==> src/rtl/seq_pkg.sv <==
/*
  Shared constants and types of the bus cycle sequencer: the cycle and
  instruction codes, the strobe bundle and the timing counts.
  Assumes one processor T state for each clk edge.
*/
package seq_pkg;

  localparam int unsigned ADDR_W = 20;
  localparam int unsigned DATA_W = 8;
  // Index of the last T state in one external bus cycle (T1, T2, T3 counted 0 to 2)
  localparam logic [1:0] T_LAST = 2'h2;
  localparam logic [3:0] MC_FIRST = 4'h0;
  localparam logic [19:0] SLEEP_ADDR = 20'h7FFFF;
  localparam logic [7:0] IO_HIGH_BYTE = 8'h00;

  typedef enum logic [3:0] {
    K_ROT_HL = 4'h0,
    K_ROT_IDX = 4'h1,
    K_BIT_HL = 4'h2,
    K_BIT_IDX = 4'h3,
    K_ROT_REG = 4'h4,
    K_BIT_REG = 4'h5,
    K_RST = 4'h6,
    K_SCF = 4'h7,
    K_SLEEP = 4'h8,
    K_IO_PORT_TEST_INSTR = 4'h9,
    K_TST_G = 4'hA,
    K_TST_M = 4'hB,
    K_TST_HL = 4'hC
  } instr_kind_t;

  typedef enum logic [3:0] {
    C_FETCH1 = 4'h0,
    C_FETCH2 = 4'h1,
    C_OPND = 4'h2,
    C_FETCH3 = 4'h3,
    C_RD_TGT = 4'h4,
    C_TI = 4'h5,
    C_WR_TGT = 4'h6,
    C_STK_H = 4'h7,
    C_STK_L = 4'h8,
    C_IORD = 4'h9,
    C_SLP = 4'hA,
    C_END = 4'hB
  } cyc_t;

  typedef struct packed {
    logic rd_n;
    logic wr_n;
    logic memory_request_n;
    logic io_request_n;
    logic first_cycle_indicator_n;
    logic halt_n;
    logic cycle_status;
  } bus_ctrl_t;

  localparam bus_ctrl_t BUS_IDLE = 7'h7F;

endpackage

==> src/rtl/pin_sync.sv <==
/*
  Two-flop synchroniser for a group of pins.
  Assumes the pins may change at any time relative to clk.
*/
`timescale 1ns/100ps
`default_nettype none

module pin_sync #(
  parameter int unsigned WIDTH = 8
) (
  input wire logic clk,
  input wire logic rst,
  input wire logic [WIDTH-1:0] pin,
  output logic [WIDTH-1:0] sync
);

  logic [WIDTH-1:0] meta_q;

  always_ff @(posedge clk)
  begin
    if (rst)
    begin
      meta_q <= '0;
      sync <= '0;
    end
    else
    begin
      meta_q <= pin;
      sync <= meta_q;
    end
  end

endmodule // pin_sync

`default_nettype wire

==> src/rtl/bus_cycle_sequencer.sv <==
/*
  Machine-cycle sequencer: walks one instruction's machine cycles and
  drives address, strobes and data bus for each one.
  Assumes the core hands over the instruction kind, pc_in and pointer_pair
  with start and holds its other register values until done, and that
  memory and I/O answer within the strobes.
*/
// Contract
// RQ1: First opcode fetch: read, memory request, first-cycle low; others high, status low.
// RQ2: Rotate/shift at pointer_pair: fetch, fetch, read, internal, write; five cycles.
// RQ3: Indexed rotate/shift: fetch, fetch, displacement, fetch, read, internal, write.
// RQ4: Second opcode fetch keeps first-cycle low and drives status high.
// RQ5: Displacement is a plain memory read, first-cycle high, status high.
// RQ6: Third opcode fetch after displacement: first-cycle low, status high.
// RQ7: Internal cycle: every strobe high and data bus released.
// RQ8: Bit set/reset at pointer_pair: fetch, fetch, read, internal, write.
// RQ9: Indexed bit set/reset: same seven cycles as indexed rotate.
// RQ10: I/O test ends with I/O read at C, upper address byte zero.
// RQ11: Memory and I/O return or accept data only inside their strobes.
`timescale 1ns/100ps
`default_nettype none

module bus_cycle_sequencer (
  input wire logic clk,
  input wire logic rst,
  input wire logic start,
  input wire seq_pkg::instr_kind_t kind,
  input wire logic [15:0] pc_in,
  input wire logic [15:0] sp_in,
  input wire logic [15:0] pointer_pair,
  input wire logic [15:0] index_reg_x,
  input wire logic [15:0] index_reg_y,
  input wire logic use_index_y,
  input wire logic [7:0] c_reg,
  input wire logic [7:0] wr_data,
  input wire logic wake,
  input wire logic [7:0] data_pin_in,
  output logic [19:0] addr,
  output seq_pkg::bus_ctrl_t bus,
  output logic [7:0] data_out,
  output logic data_oe_n,
  output logic [7:0] rd_data,
  output logic busy,
  output logic done
);

  typedef enum logic [2:0] {
    S_IDLE = 3'b001,
    S_RUN = 3'b010,
    S_SLEEP = 3'b100
  } state_t;

  state_t state_q;
  seq_pkg::instr_kind_t kind_q;
  logic [3:0] mc_q;
  logic [1:0] t_q;
  logic [15:0] pc_q;
  logic [15:0] tgt_q;
  logic [7:0] din_sync;
  seq_pkg::cyc_t cyc;
  logic cyc_last;
  seq_pkg::bus_ctrl_t cyc_strb;
  logic rd_end_q;
  logic disp_end_q;

  // Each instruction as a list of machine-cycle kinds, closed by C_END
  function automatic seq_pkg::cyc_t seq_step(seq_pkg::instr_kind_t k, logic [3:0] mc);
    seq_pkg::cyc_t s [0:7];
    s = '{default: seq_pkg::C_END};
    s[0] = seq_pkg::C_FETCH1; // see RQ1
    case (k)
      seq_pkg::K_ROT_HL, seq_pkg::K_BIT_HL:
      begin
        s[1] = seq_pkg::C_FETCH2; // see RQ2 see RQ8
        s[2] = seq_pkg::C_RD_TGT;
        s[3] = seq_pkg::C_TI;
        s[4] = seq_pkg::C_WR_TGT;
      end
      seq_pkg::K_ROT_IDX, seq_pkg::K_BIT_IDX:
      begin
        s[1] = seq_pkg::C_FETCH2; // see RQ3 see RQ9
        s[2] = seq_pkg::C_OPND;
        s[3] = seq_pkg::C_FETCH3;
        s[4] = seq_pkg::C_RD_TGT;
        s[5] = seq_pkg::C_TI;
        s[6] = seq_pkg::C_WR_TGT;
      end
      seq_pkg::K_ROT_REG, seq_pkg::K_BIT_REG, seq_pkg::K_TST_G:
      begin
        s[1] = seq_pkg::C_FETCH2;
        s[2] = seq_pkg::C_TI;
      end
      seq_pkg::K_RST:
      begin
        s[1] = seq_pkg::C_TI;
        s[2] = seq_pkg::C_TI;
        s[3] = seq_pkg::C_STK_H;
        s[4] = seq_pkg::C_STK_L;
      end
      seq_pkg::K_SLEEP:
      begin
        s[1] = seq_pkg::C_FETCH2;
        s[2] = seq_pkg::C_SLP;
      end
      seq_pkg::K_IO_PORT_TEST_INSTR:
      begin
        s[1] = seq_pkg::C_FETCH2;
        s[2] = seq_pkg::C_OPND;
        s[3] = seq_pkg::C_IORD; // see RQ10
      end
      seq_pkg::K_TST_M:
      begin
        s[1] = seq_pkg::C_FETCH2;
        s[2] = seq_pkg::C_OPND;
      end
      seq_pkg::K_TST_HL:
      begin
        s[1] = seq_pkg::C_FETCH2;
        s[2] = seq_pkg::C_TI;
        s[3] = seq_pkg::C_RD_TGT;
      end
      default:
      begin
        s[1] = seq_pkg::C_END;
      end
    endcase
    return s[mc[2:0]];
  endfunction

  // Strobe levels of each machine-cycle kind
  function automatic seq_pkg::bus_ctrl_t strobes(seq_pkg::cyc_t c);
    case (c)
      seq_pkg::C_FETCH1: return 7'b0101010; // see RQ1
      seq_pkg::C_FETCH2, seq_pkg::C_FETCH3: return 7'b0101011; // see RQ4 see RQ6
      seq_pkg::C_OPND, seq_pkg::C_RD_TGT: return 7'b0101111; // see RQ5
      seq_pkg::C_WR_TGT, seq_pkg::C_STK_H, seq_pkg::C_STK_L: return 7'b1001111;
      seq_pkg::C_IORD: return 7'b0110111; // see RQ10
      seq_pkg::C_SLP: return 7'b1111101;
      default: return seq_pkg::BUS_IDLE; // see RQ7
    endcase
  endfunction

  // Read data is sampled only through the synchroniser
  pin_sync #(
    .WIDTH(8)
  ) u_data_sync (
    .clk(clk),
    .rst(rst),
    .pin(data_pin_in),
    .sync(din_sync)
  );

  // Sleep keeps its bus state until wake
  assign cyc = (state_q == S_RUN) ? seq_step(kind_q, mc_q) :
               (state_q == S_SLEEP) ? seq_pkg::C_SLP : seq_pkg::C_END;
  assign cyc_strb = strobes(cyc);
  // Internal cycles last one T state, bus cycles three
  assign cyc_last = (cyc == seq_pkg::C_TI) || (t_q == seq_pkg::T_LAST);

  always_ff @(posedge clk)
  begin
    if (rst)
    begin
      state_q <= S_IDLE;
      kind_q <= seq_pkg::K_SCF;
      mc_q <= seq_pkg::MC_FIRST;
      t_q <= 2'h0;
    end
    else
    begin
      case (state_q)
        S_IDLE:
        begin
          if (start)
          begin
            state_q <= S_RUN;
            kind_q <= kind;
            mc_q <= seq_pkg::MC_FIRST;
            t_q <= 2'h0;
          end
        end
        S_RUN:
        begin
          if (cyc == seq_pkg::C_END)
            state_q <= S_IDLE;
          else if (cyc == seq_pkg::C_SLP)
            state_q <= S_SLEEP;
          else if (cyc_last)
          begin
            mc_q <= mc_q + 4'h1;
            t_q <= 2'h0;
          end
          else
            t_q <= t_q + 2'h1;
        end
        S_SLEEP:
        begin
          if (wake)
            state_q <= S_IDLE;
        end
        default:
          state_q <= S_IDLE;
      endcase
    end
  end

  // Program counter steps past every opcode and operand byte
  always_ff @(posedge clk)
  begin
    if (rst)
      pc_q <= 16'h0000;
    else if (state_q == S_IDLE && start)
      pc_q <= pc_in;
    else if (cyc_last && (cyc == seq_pkg::C_FETCH1 || cyc == seq_pkg::C_FETCH2 ||
             cyc == seq_pkg::C_FETCH3 || cyc == seq_pkg::C_OPND))
      pc_q <= pc_q + 16'h0001;
  end

  // Synced pins lag the bus, so the displacement is added one clock late
  always_ff @(posedge clk)
  begin
    if (rst)
      disp_end_q <= 1'b0;
    else
      disp_end_q <= (cyc == seq_pkg::C_OPND) && cyc_last &&
                    (kind_q == seq_pkg::K_ROT_IDX || kind_q == seq_pkg::K_BIT_IDX);
  end

  // Operand address: pointer_pair, or index plus signed displacement
  always_ff @(posedge clk)
  begin
    if (rst)
      tgt_q <= 16'h0000;
    else if (state_q == S_IDLE && start)
      tgt_q <= pointer_pair;
    else if (disp_end_q)
      tgt_q <= (use_index_y ? index_reg_y : index_reg_x) +
               {{8{din_sync[7]}}, din_sync}; // see RQ3 see RQ9
  end

  // Outputs follow the sequencer state one clock later
  always_ff @(posedge clk)
  begin
    if (rst)
    begin
      bus <= seq_pkg::BUS_IDLE;
      addr <= 20'h00000;
      data_out <= 8'h00;
      data_oe_n <= 1'b1;
    end
    else
    begin
      bus <= strobes(cyc);
      data_oe_n <= 1'b1; // see RQ7
      case (cyc)
        seq_pkg::C_FETCH1, seq_pkg::C_FETCH2, seq_pkg::C_FETCH3, seq_pkg::C_OPND:
          addr <= {4'h0, pc_q};
        seq_pkg::C_RD_TGT:
          addr <= {4'h0, tgt_q}; // see RQ2 see RQ8
        seq_pkg::C_WR_TGT:
        begin
          addr <= {4'h0, tgt_q};
          data_out <= wr_data;
          data_oe_n <= 1'b0;
        end
        seq_pkg::C_STK_H:
        begin
          addr <= {4'h0, sp_in - 16'h0001};
          data_out <= pc_q[15:8];
          data_oe_n <= 1'b0;
        end
        seq_pkg::C_STK_L:
        begin
          addr <= {4'h0, sp_in - 16'h0002};
          data_out <= pc_q[7:0];
          data_oe_n <= 1'b0;
        end
        seq_pkg::C_IORD:
          addr <= {4'h0, seq_pkg::IO_HIGH_BYTE, c_reg}; // see RQ10
        seq_pkg::C_SLP:
          addr <= seq_pkg::SLEEP_ADDR;
        default:
          addr <= addr;
      endcase
    end
  end

  // Read data relies on the far side holding it inside its strobe;
  // captured a clock after the last T state to cover the synchroniser lag
  always_ff @(posedge clk)
  begin
    if (rst)
      rd_end_q <= 1'b0;
    else
      rd_end_q <= (t_q == seq_pkg::T_LAST) && !cyc_strb.rd_n;
  end

  always_ff @(posedge clk)
  begin
    if (rst)
      rd_data <= 8'h00;
    else if (rd_end_q)
      rd_data <= din_sync; // see RQ11
  end

  always_ff @(posedge clk)
  begin
    if (rst)
    begin
      busy <= 1'b0;
      done <= 1'b0;
    end
    else
    begin
      busy <= (state_q != S_IDLE);
      done <= (state_q == S_RUN) && (cyc == seq_pkg::C_END);
    end
  end
endmodule // bus_cycle_sequencer

`default_nettype wire

==> config.mk <==
export PLATFORM = sky130hd
export DESIGN_NAME = bus_cycle_sequencer
export DESIGN_NICKNAME = d
export VERILOG_FILES = /design/src/rtl/seq_pkg.sv /design/src/rtl/pin_sync.sv /design/src/rtl/bus_cycle_sequencer.sv
export SDC_FILE = /design/constraint.sdc
export NUM_CORES = 1
export LEC_CHECK = 0
export ABC_CLOCK_PERIOD_IN_PS = 3300
export BUFFER_PORTS_ARGS = -buffer_cell sky130_fd_sc_hd__buf_2
export CELL_PAD_IN_SITES_DETAIL_PLACEMENT = 2
export CELL_PAD_IN_SITES_GLOBAL_PLACEMENT = 2
export CORE_ASPECT_RATIO = 0.8
export CORE_UTILIZATION = 28
export DETAILED_ROUTE_END_ITERATION = 12
export PLACE_DENSITY = 0.86
export SLEW_MARGIN = 5
export SYNTH_ARGS = -nofsm -noshare
export SYNTH_HDL_FRONTEND = slang
export SYNTH_SLANG_ARGS = --single-unit
==> constraint.sdc <==
create_clock -name clk -period 3.3 [get_ports clk]
set_input_delay 0.66 -clock clk [delete_from_list [all_inputs] [get_ports clk]]
set_output_delay 0.66 -clock clk [all_outputs]
set_load 0.02 [all_outputs]
==> run_summary.xml <==
<?xml version="1.0" encoding="UTF-8"?>
<metrics>
  <group name="outcome">
    <metric name="outcome" unit="">complete, no violations</metric>
  </group>
  <group name="floorplanning">
    <metric name="dieHeight" unit="µm">137</metric>
    <metric name="floorplan.die_area" unit="mm²">0.0235</metric>
    <metric name="design.portCount" unit="">159</metric>
    <metric name="initial_core_util" unit="%">28.5</metric>
    <metric name="chipWidth" unit="µm">171</metric>
    <metric name="core_region_area" unit="mm²">0.0224</metric>
    <metric name="core.rowCount" unit="">49</metric>
  </group>
  <group name="synth">
    <metric name="async_reset_ff_share" unit="%">0</metric>
    <metric name="synthesis.area_per_instance" unit="µm²">8.21</metric>
    <metric name="post_synth_inst_count" unit="">779</metric>
    <metric name="synth_sequential_area_ratio" unit="%">32.9</metric>
    <metric name="yosys_most_used_dff" unit="">sky130_fd_sc_hd__dfxtp_1</metric>
    <metric name="synth_seq_cells" unit="">105</metric>
    <metric name="synth_edf_count" unit="">0</metric>
    <metric name="synthesis.nets" unit="">914</metric>
    <metric name="synth.yosys.warnings" unit="">0</metric>
    <metric name="netlist_area" unit="mm²">0.00640</metric>
    <metric name="netlist-cell-type-count" unit="">80</metric>
  </group>
  <group name="timing">
    <metric name="max_clock_freq" unit="MHz">323</metric>
    <metric name="finalHoldViolCount" unit="">0</metric>
    <metric name="timing.setup.tns" unit="ns">0</metric>
    <metric name="slew-limit-headroom" unit="%">55.9</metric>
    <metric name="timing.final.crit_share" unit="%">93.7</metric>
    <metric name="fin_worst_skew" unit="ns">0.0128</metric>
    <metric name="slew_violations" unit="">0</metric>
    <metric name="tightestPinTransition" unit="ns">0.661</metric>
    <metric name="finalSetupViolCount" unit="">0</metric>
    <metric name="finalCriticalPeriod" unit="ns">3.09</metric>
    <metric name="unrepaired_setup_endpoints_after_global_routing" unit="">false</metric>
  </group>
  <group name="cts">
    <metric name="longest_clk_path_bufs" unit="">2</metric>
    <metric name="cts_tree" unit="">built</metric>
    <metric name="cts-root-buf" unit="">sky130_fd_sc_hd__clkbuf_16</metric>
    <metric name="htree_levels" unit="">3</metric>
    <metric name="clk_pin_slew" unit="ns">0.09</metric>
    <metric name="cts_post_setup_buffers_inserted" unit="">0</metric>
    <metric name="cts_inserted_buffers" unit="">9</metric>
    <metric name="cts_sinks" unit="">105</metric>
    <metric name="insertion_delay" unit="ns">0.37</metric>
  </group>
  <group name="setup_path">
    <metric name="cp_data_arrival_time" unit="ns">3.41</metric>
    <metric name="buffers_plus_inverters_on_the_worst_setup_path" unit="">2</metric>
    <metric name="worstSetupEndpointType" unit="">register</metric>
    <metric name="critical_path.startpoint_type" unit="">register</metric>
    <metric name="critical_path.max_fanout" unit="">15</metric>
    <metric name="crit_path_frequent_cell" unit="">sky130_fd_sc_hd__buf_4</metric>
    <metric name="critPathKind" unit="">register to register</metric>
    <metric name="crit_path_max_delay_family" unit="">compound AO/OA/AOI/OAI gates</metric>
    <metric name="crit_path_cell_trace" unit="">nand4bb_1 -&gt; o31ai_1 -&gt; a21o_1 -&gt; or2_1 -&gt; buf_4 -&gt; nand3_1 -&gt; buf_4 -&gt; o22ai_1 -&gt; nor3b_1 -&gt; o311a_1</metric>
    <metric name="worstPathRequired" unit="ns">3.62</metric>
    <metric name="cpPeakStageDelay" unit="ns">0.64</metric>
    <metric name="critical_path.slowest_cell" unit="">sky130_fd_sc_hd__dfxtp_1</metric>
  </group>
  <group name="final_layout">
    <metric name="layout.cells.most_common" unit="">sky130_fd_sc_hd__buf_2</metric>
    <metric name="drive_above_1_share" unit="%">26.3</metric>
    <metric name="post_route_design_area" unit="mm²">0.00786</metric>
    <metric name="final_cell_mix" unit="">sky130_fd_sc_hd__buf_2 (157), sky130_fd_sc_hd__dfxtp_1 (103), sky130_fd_sc_hd__nor2_1 (84), sky130_fd_sc_hd__nand2_1 (71), sky130_fd_sc_hd__a21oi_1 (49)</metric>
    <metric name="post-route-util" unit="%">35.0</metric>
    <metric name="design.final.nets" unit="">1055</metric>
    <metric name="flow.area_growth_from_synthesis" unit="%">22.8</metric>
  </group>
  <group name="routing">
    <metric name="wl" unit="µm">25700</metric>
    <metric name="drc_errors" unit="">0</metric>
    <metric name="detail_route.iter0.violations" unit="">353</metric>
    <metric name="dr.pass1.iters" unit="">4</metric>
    <metric name="wl_per_cell" unit="µm">20.8</metric>
    <metric name="via_count_of_the_routed_design" unit="">6609</metric>
    <metric name="detail_route.vias_per_cell" unit="">5.36</metric>
    <metric name="final_antenna_net_count" unit="">0</metric>
  </group>
  <group name="pwr">
    <metric name="power.share.combinational" unit="%">18.2</metric>
    <metric name="internal_power" unit="mW">2.13</metric>
    <metric name="power_density" unit="mW/mm²">402</metric>
    <metric name="share_clk_of_total_power" unit="%">36.4</metric>
    <metric name="vdd_ir_drop_max" unit="V">0.000232</metric>
    <metric name="net-switching-power" unit="mW">1.03</metric>
    <metric name="seqPwrFrac" unit="%">45.4</metric>
    <metric name="leakage" unit="nW">3.13</metric>
    <metric name="switching_share" unit="%">32.7</metric>
  </group>
  <group name="global_routing">
    <metric name="grt_pass1_vias" unit="">6839</metric>
    <metric name="grt.total_usage" unit="%">22.1</metric>
    <metric name="remaining_global_route_overflow" unit="">0</metric>
    <metric name="grt_antenna_before_repair" unit="">2</metric>
    <metric name="first_pass_grt_wire_length" unit="µm">39200</metric>
    <metric name="grt_max_degree" unit="">90</metric>
  </group>
  <group name="place">
    <metric name="hpwlAfterDp" unit="µm">19400</metric>
    <metric name="port-buffer-count" unit="">157</metric>
    <metric name="routabilityCongestion" unit="">0.848</metric>
    <metric name="detailed_place.area" unit="mm²">0.00753</metric>
  </group>
  <group name="job">
    <metric name="maxCapViolCount" unit="">0</metric>
  </group>
  <group name="hold_path">
    <metric name="hold_path.class" unit="">register to register</metric>
  </group>
</metrics>
-- logic make-up (layout without fill, tap and decap cells) --
family,Yosys count,after routing,synth area share (%)
simple gates,285,285,22.8
compound gates,214,214,22.9
flops,105,105,32.9
mux,38,38,6.22
other cells,1,3,0.0586
xor+xnor,39,39,5.34
buf+inv,74,220,5.28
fa+ha+maj,23,23,4.60
-- worst paths after layout --
| kind | start | end | slack [ns] | cells after the start |
|---|---|---|---|---|
| max | mc_q[0]$_SDFFE_PP0P_ | addr[12]$_SDFFE_PP0P_ | 0.21 | 10 |
| min | u_data_sync.meta_q[0]$_SDFF_PP0_ | u_data_sync.sync[0]$_SDFF_PP0_ | 0.45 | 1 |
| max reg2reg | mc_q[0]$_SDFFE_PP0P_ | addr[12]$_SDFFE_PP0P_ | 0.21 | 10 |
| min reg2reg | u_data_sync.meta_q[0]$_SDFF_PP0_ | u_data_sync.sync[0]$_SDFF_PP0_ | 0.45 | 1 |
-- synthesized netlist by cell type (6+ instances only) --
library cell	n	area [µm²]
sky130_fd_sc_hd__or3_1	7	43.8
sky130_fd_sc_hd__a22o_1	7	61.3
sky130_fd_sc_hd__nand3_1	22	110
sky130_fd_sc_hd__ha_1	21	263
sky130_fd_sc_hd__nor2b_1	21	131
sky130_fd_sc_hd__buf_2	12	60.1
sky130_fd_sc_hd__inv_1	17	63.8
sky130_fd_sc_hd__a21oi_1	49	245
sky130_fd_sc_hd__a311oi_1	6	52.6
sky130_fd_sc_hd__o21ai_0	29	145
sky130_fd_sc_hd__xor2_1	15	131
sky130_fd_sc_hd__a31oi_1	16	100
sky130_fd_sc_hd__dfxtp_1	105	2100
sky130_fd_sc_hd__xnor2_1	24	210
sky130_fd_sc_hd__buf_4	8	60.1
sky130_fd_sc_hd__clkbuf_1	29	109
sky130_fd_sc_hd__nor3_1	21	105
sky130_fd_sc_hd__o211ai_1	7	52.6
sky130_fd_sc_hd__o22ai_1	11	68.8
sky130_fd_sc_hd__mux2_2	14	158
sky130_fd_sc_hd__mux2i_1	24	240
sky130_fd_sc_hd__nand2_1	72	270
sky130_fd_sc_hd__a211oi_1	41	308
sky130_fd_sc_hd__nor2_1	84	315
sky130_fd_sc_hd__o31ai_1	6	45.0
-- flip-flops by register name (all words and copies together) (netlist names) --
signal,cells
addr,17
bus,7
busy,1
data_oe_n,1
data_out,8
disp_end_q,1
done,1
kind_q,4
mc_q,3
pc_q,16
rd_data,8
rd_end_q,1
state_q,3
t_q,2
tgt_q,16
u_data_sync.meta_q,8
u_data_sync.sync,8
-- what timing repair did --
action,CTS,global route
resized for setup,0,3
hold buffers,0,0
setup endpoints to repair,0,11
-- layer usage --
layer  global-route usage, %  routed length [µm]
met1                    29.9               12200
met5                       0                   0
met3                    3.62                1430
met2                    36.2               11700
met4                    5.65                 394
-- worst register-to-register path, stage by stage (launching register included) --
cell and delay, ns:
sky130_fd_sc_hd__dfxtp_1 0.64, sky130_fd_sc_hd__nand4bb_1 0.15, sky130_fd_sc_hd__o31ai_1 0.42, sky130_fd_sc_hd__a21o_1 0.19, sky130_fd_sc_hd__or2_1 0.33, sky130_fd_sc_hd__buf_4 0.24, sky130_fd_sc_hd__nand3_1 0.08, sky130_fd_sc_hd__buf_4 0.18
sky130_fd_sc_hd__o22ai_1 0.37, sky130_fd_sc_hd__nor3b_1 0.27, sky130_fd_sc_hd__o311a_1 0.18
-- power groups by stage --
stage / registers, mW / clock network (mW) / logic (mW)
floorplan: 1.43 / 0 / 0.346
global placement: 1.46 / 0 / 0.547
detailed placement: 1.46 / 0 / 0.569
CTS: 1.43 / 1.18 / 0.577
global route: 1.44 / 1.23 / 0.632
finish: 1.43 / 1.15 / 0.576
-- area by class of cell --
type                            count  area, µm²
Tap cell                          306        383
Antenna cell                        2       5.00
Clock buffer                        9        225
Fill cell                        2628      14600
Clock inverter                      7       86.3
Multi-Input combinational cell    600       3970
Inverter                           18       67.6
Sequential cell                   105       2100
Timing Repair Buffer              186       1020
-- metrics by stage --
| stage | worst slack, ns | hold slack [ns] | instances | total power, mW |
|---|---|---|---|---|
| 2_1_floorplan | 0.0734 | 0.414 | 779 | 1.78 |
| 6_report | 0.207 | 0.450 | 1233 | 3.16 |
| 4_1_cts | 0.0562 | 0.456 | 1231 | 3.19 |
| 3_5_place_dp | 0.0572 | 0.429 | 1215 | 2.03 |
| 3_3_place_gp | 0.161 | 0.418 | 1215 | 2.00 |
| 5_1_grt | 0.0122 | 0.463 | 1232 | 3.30 |
Power figures use the tool's default switching activity.
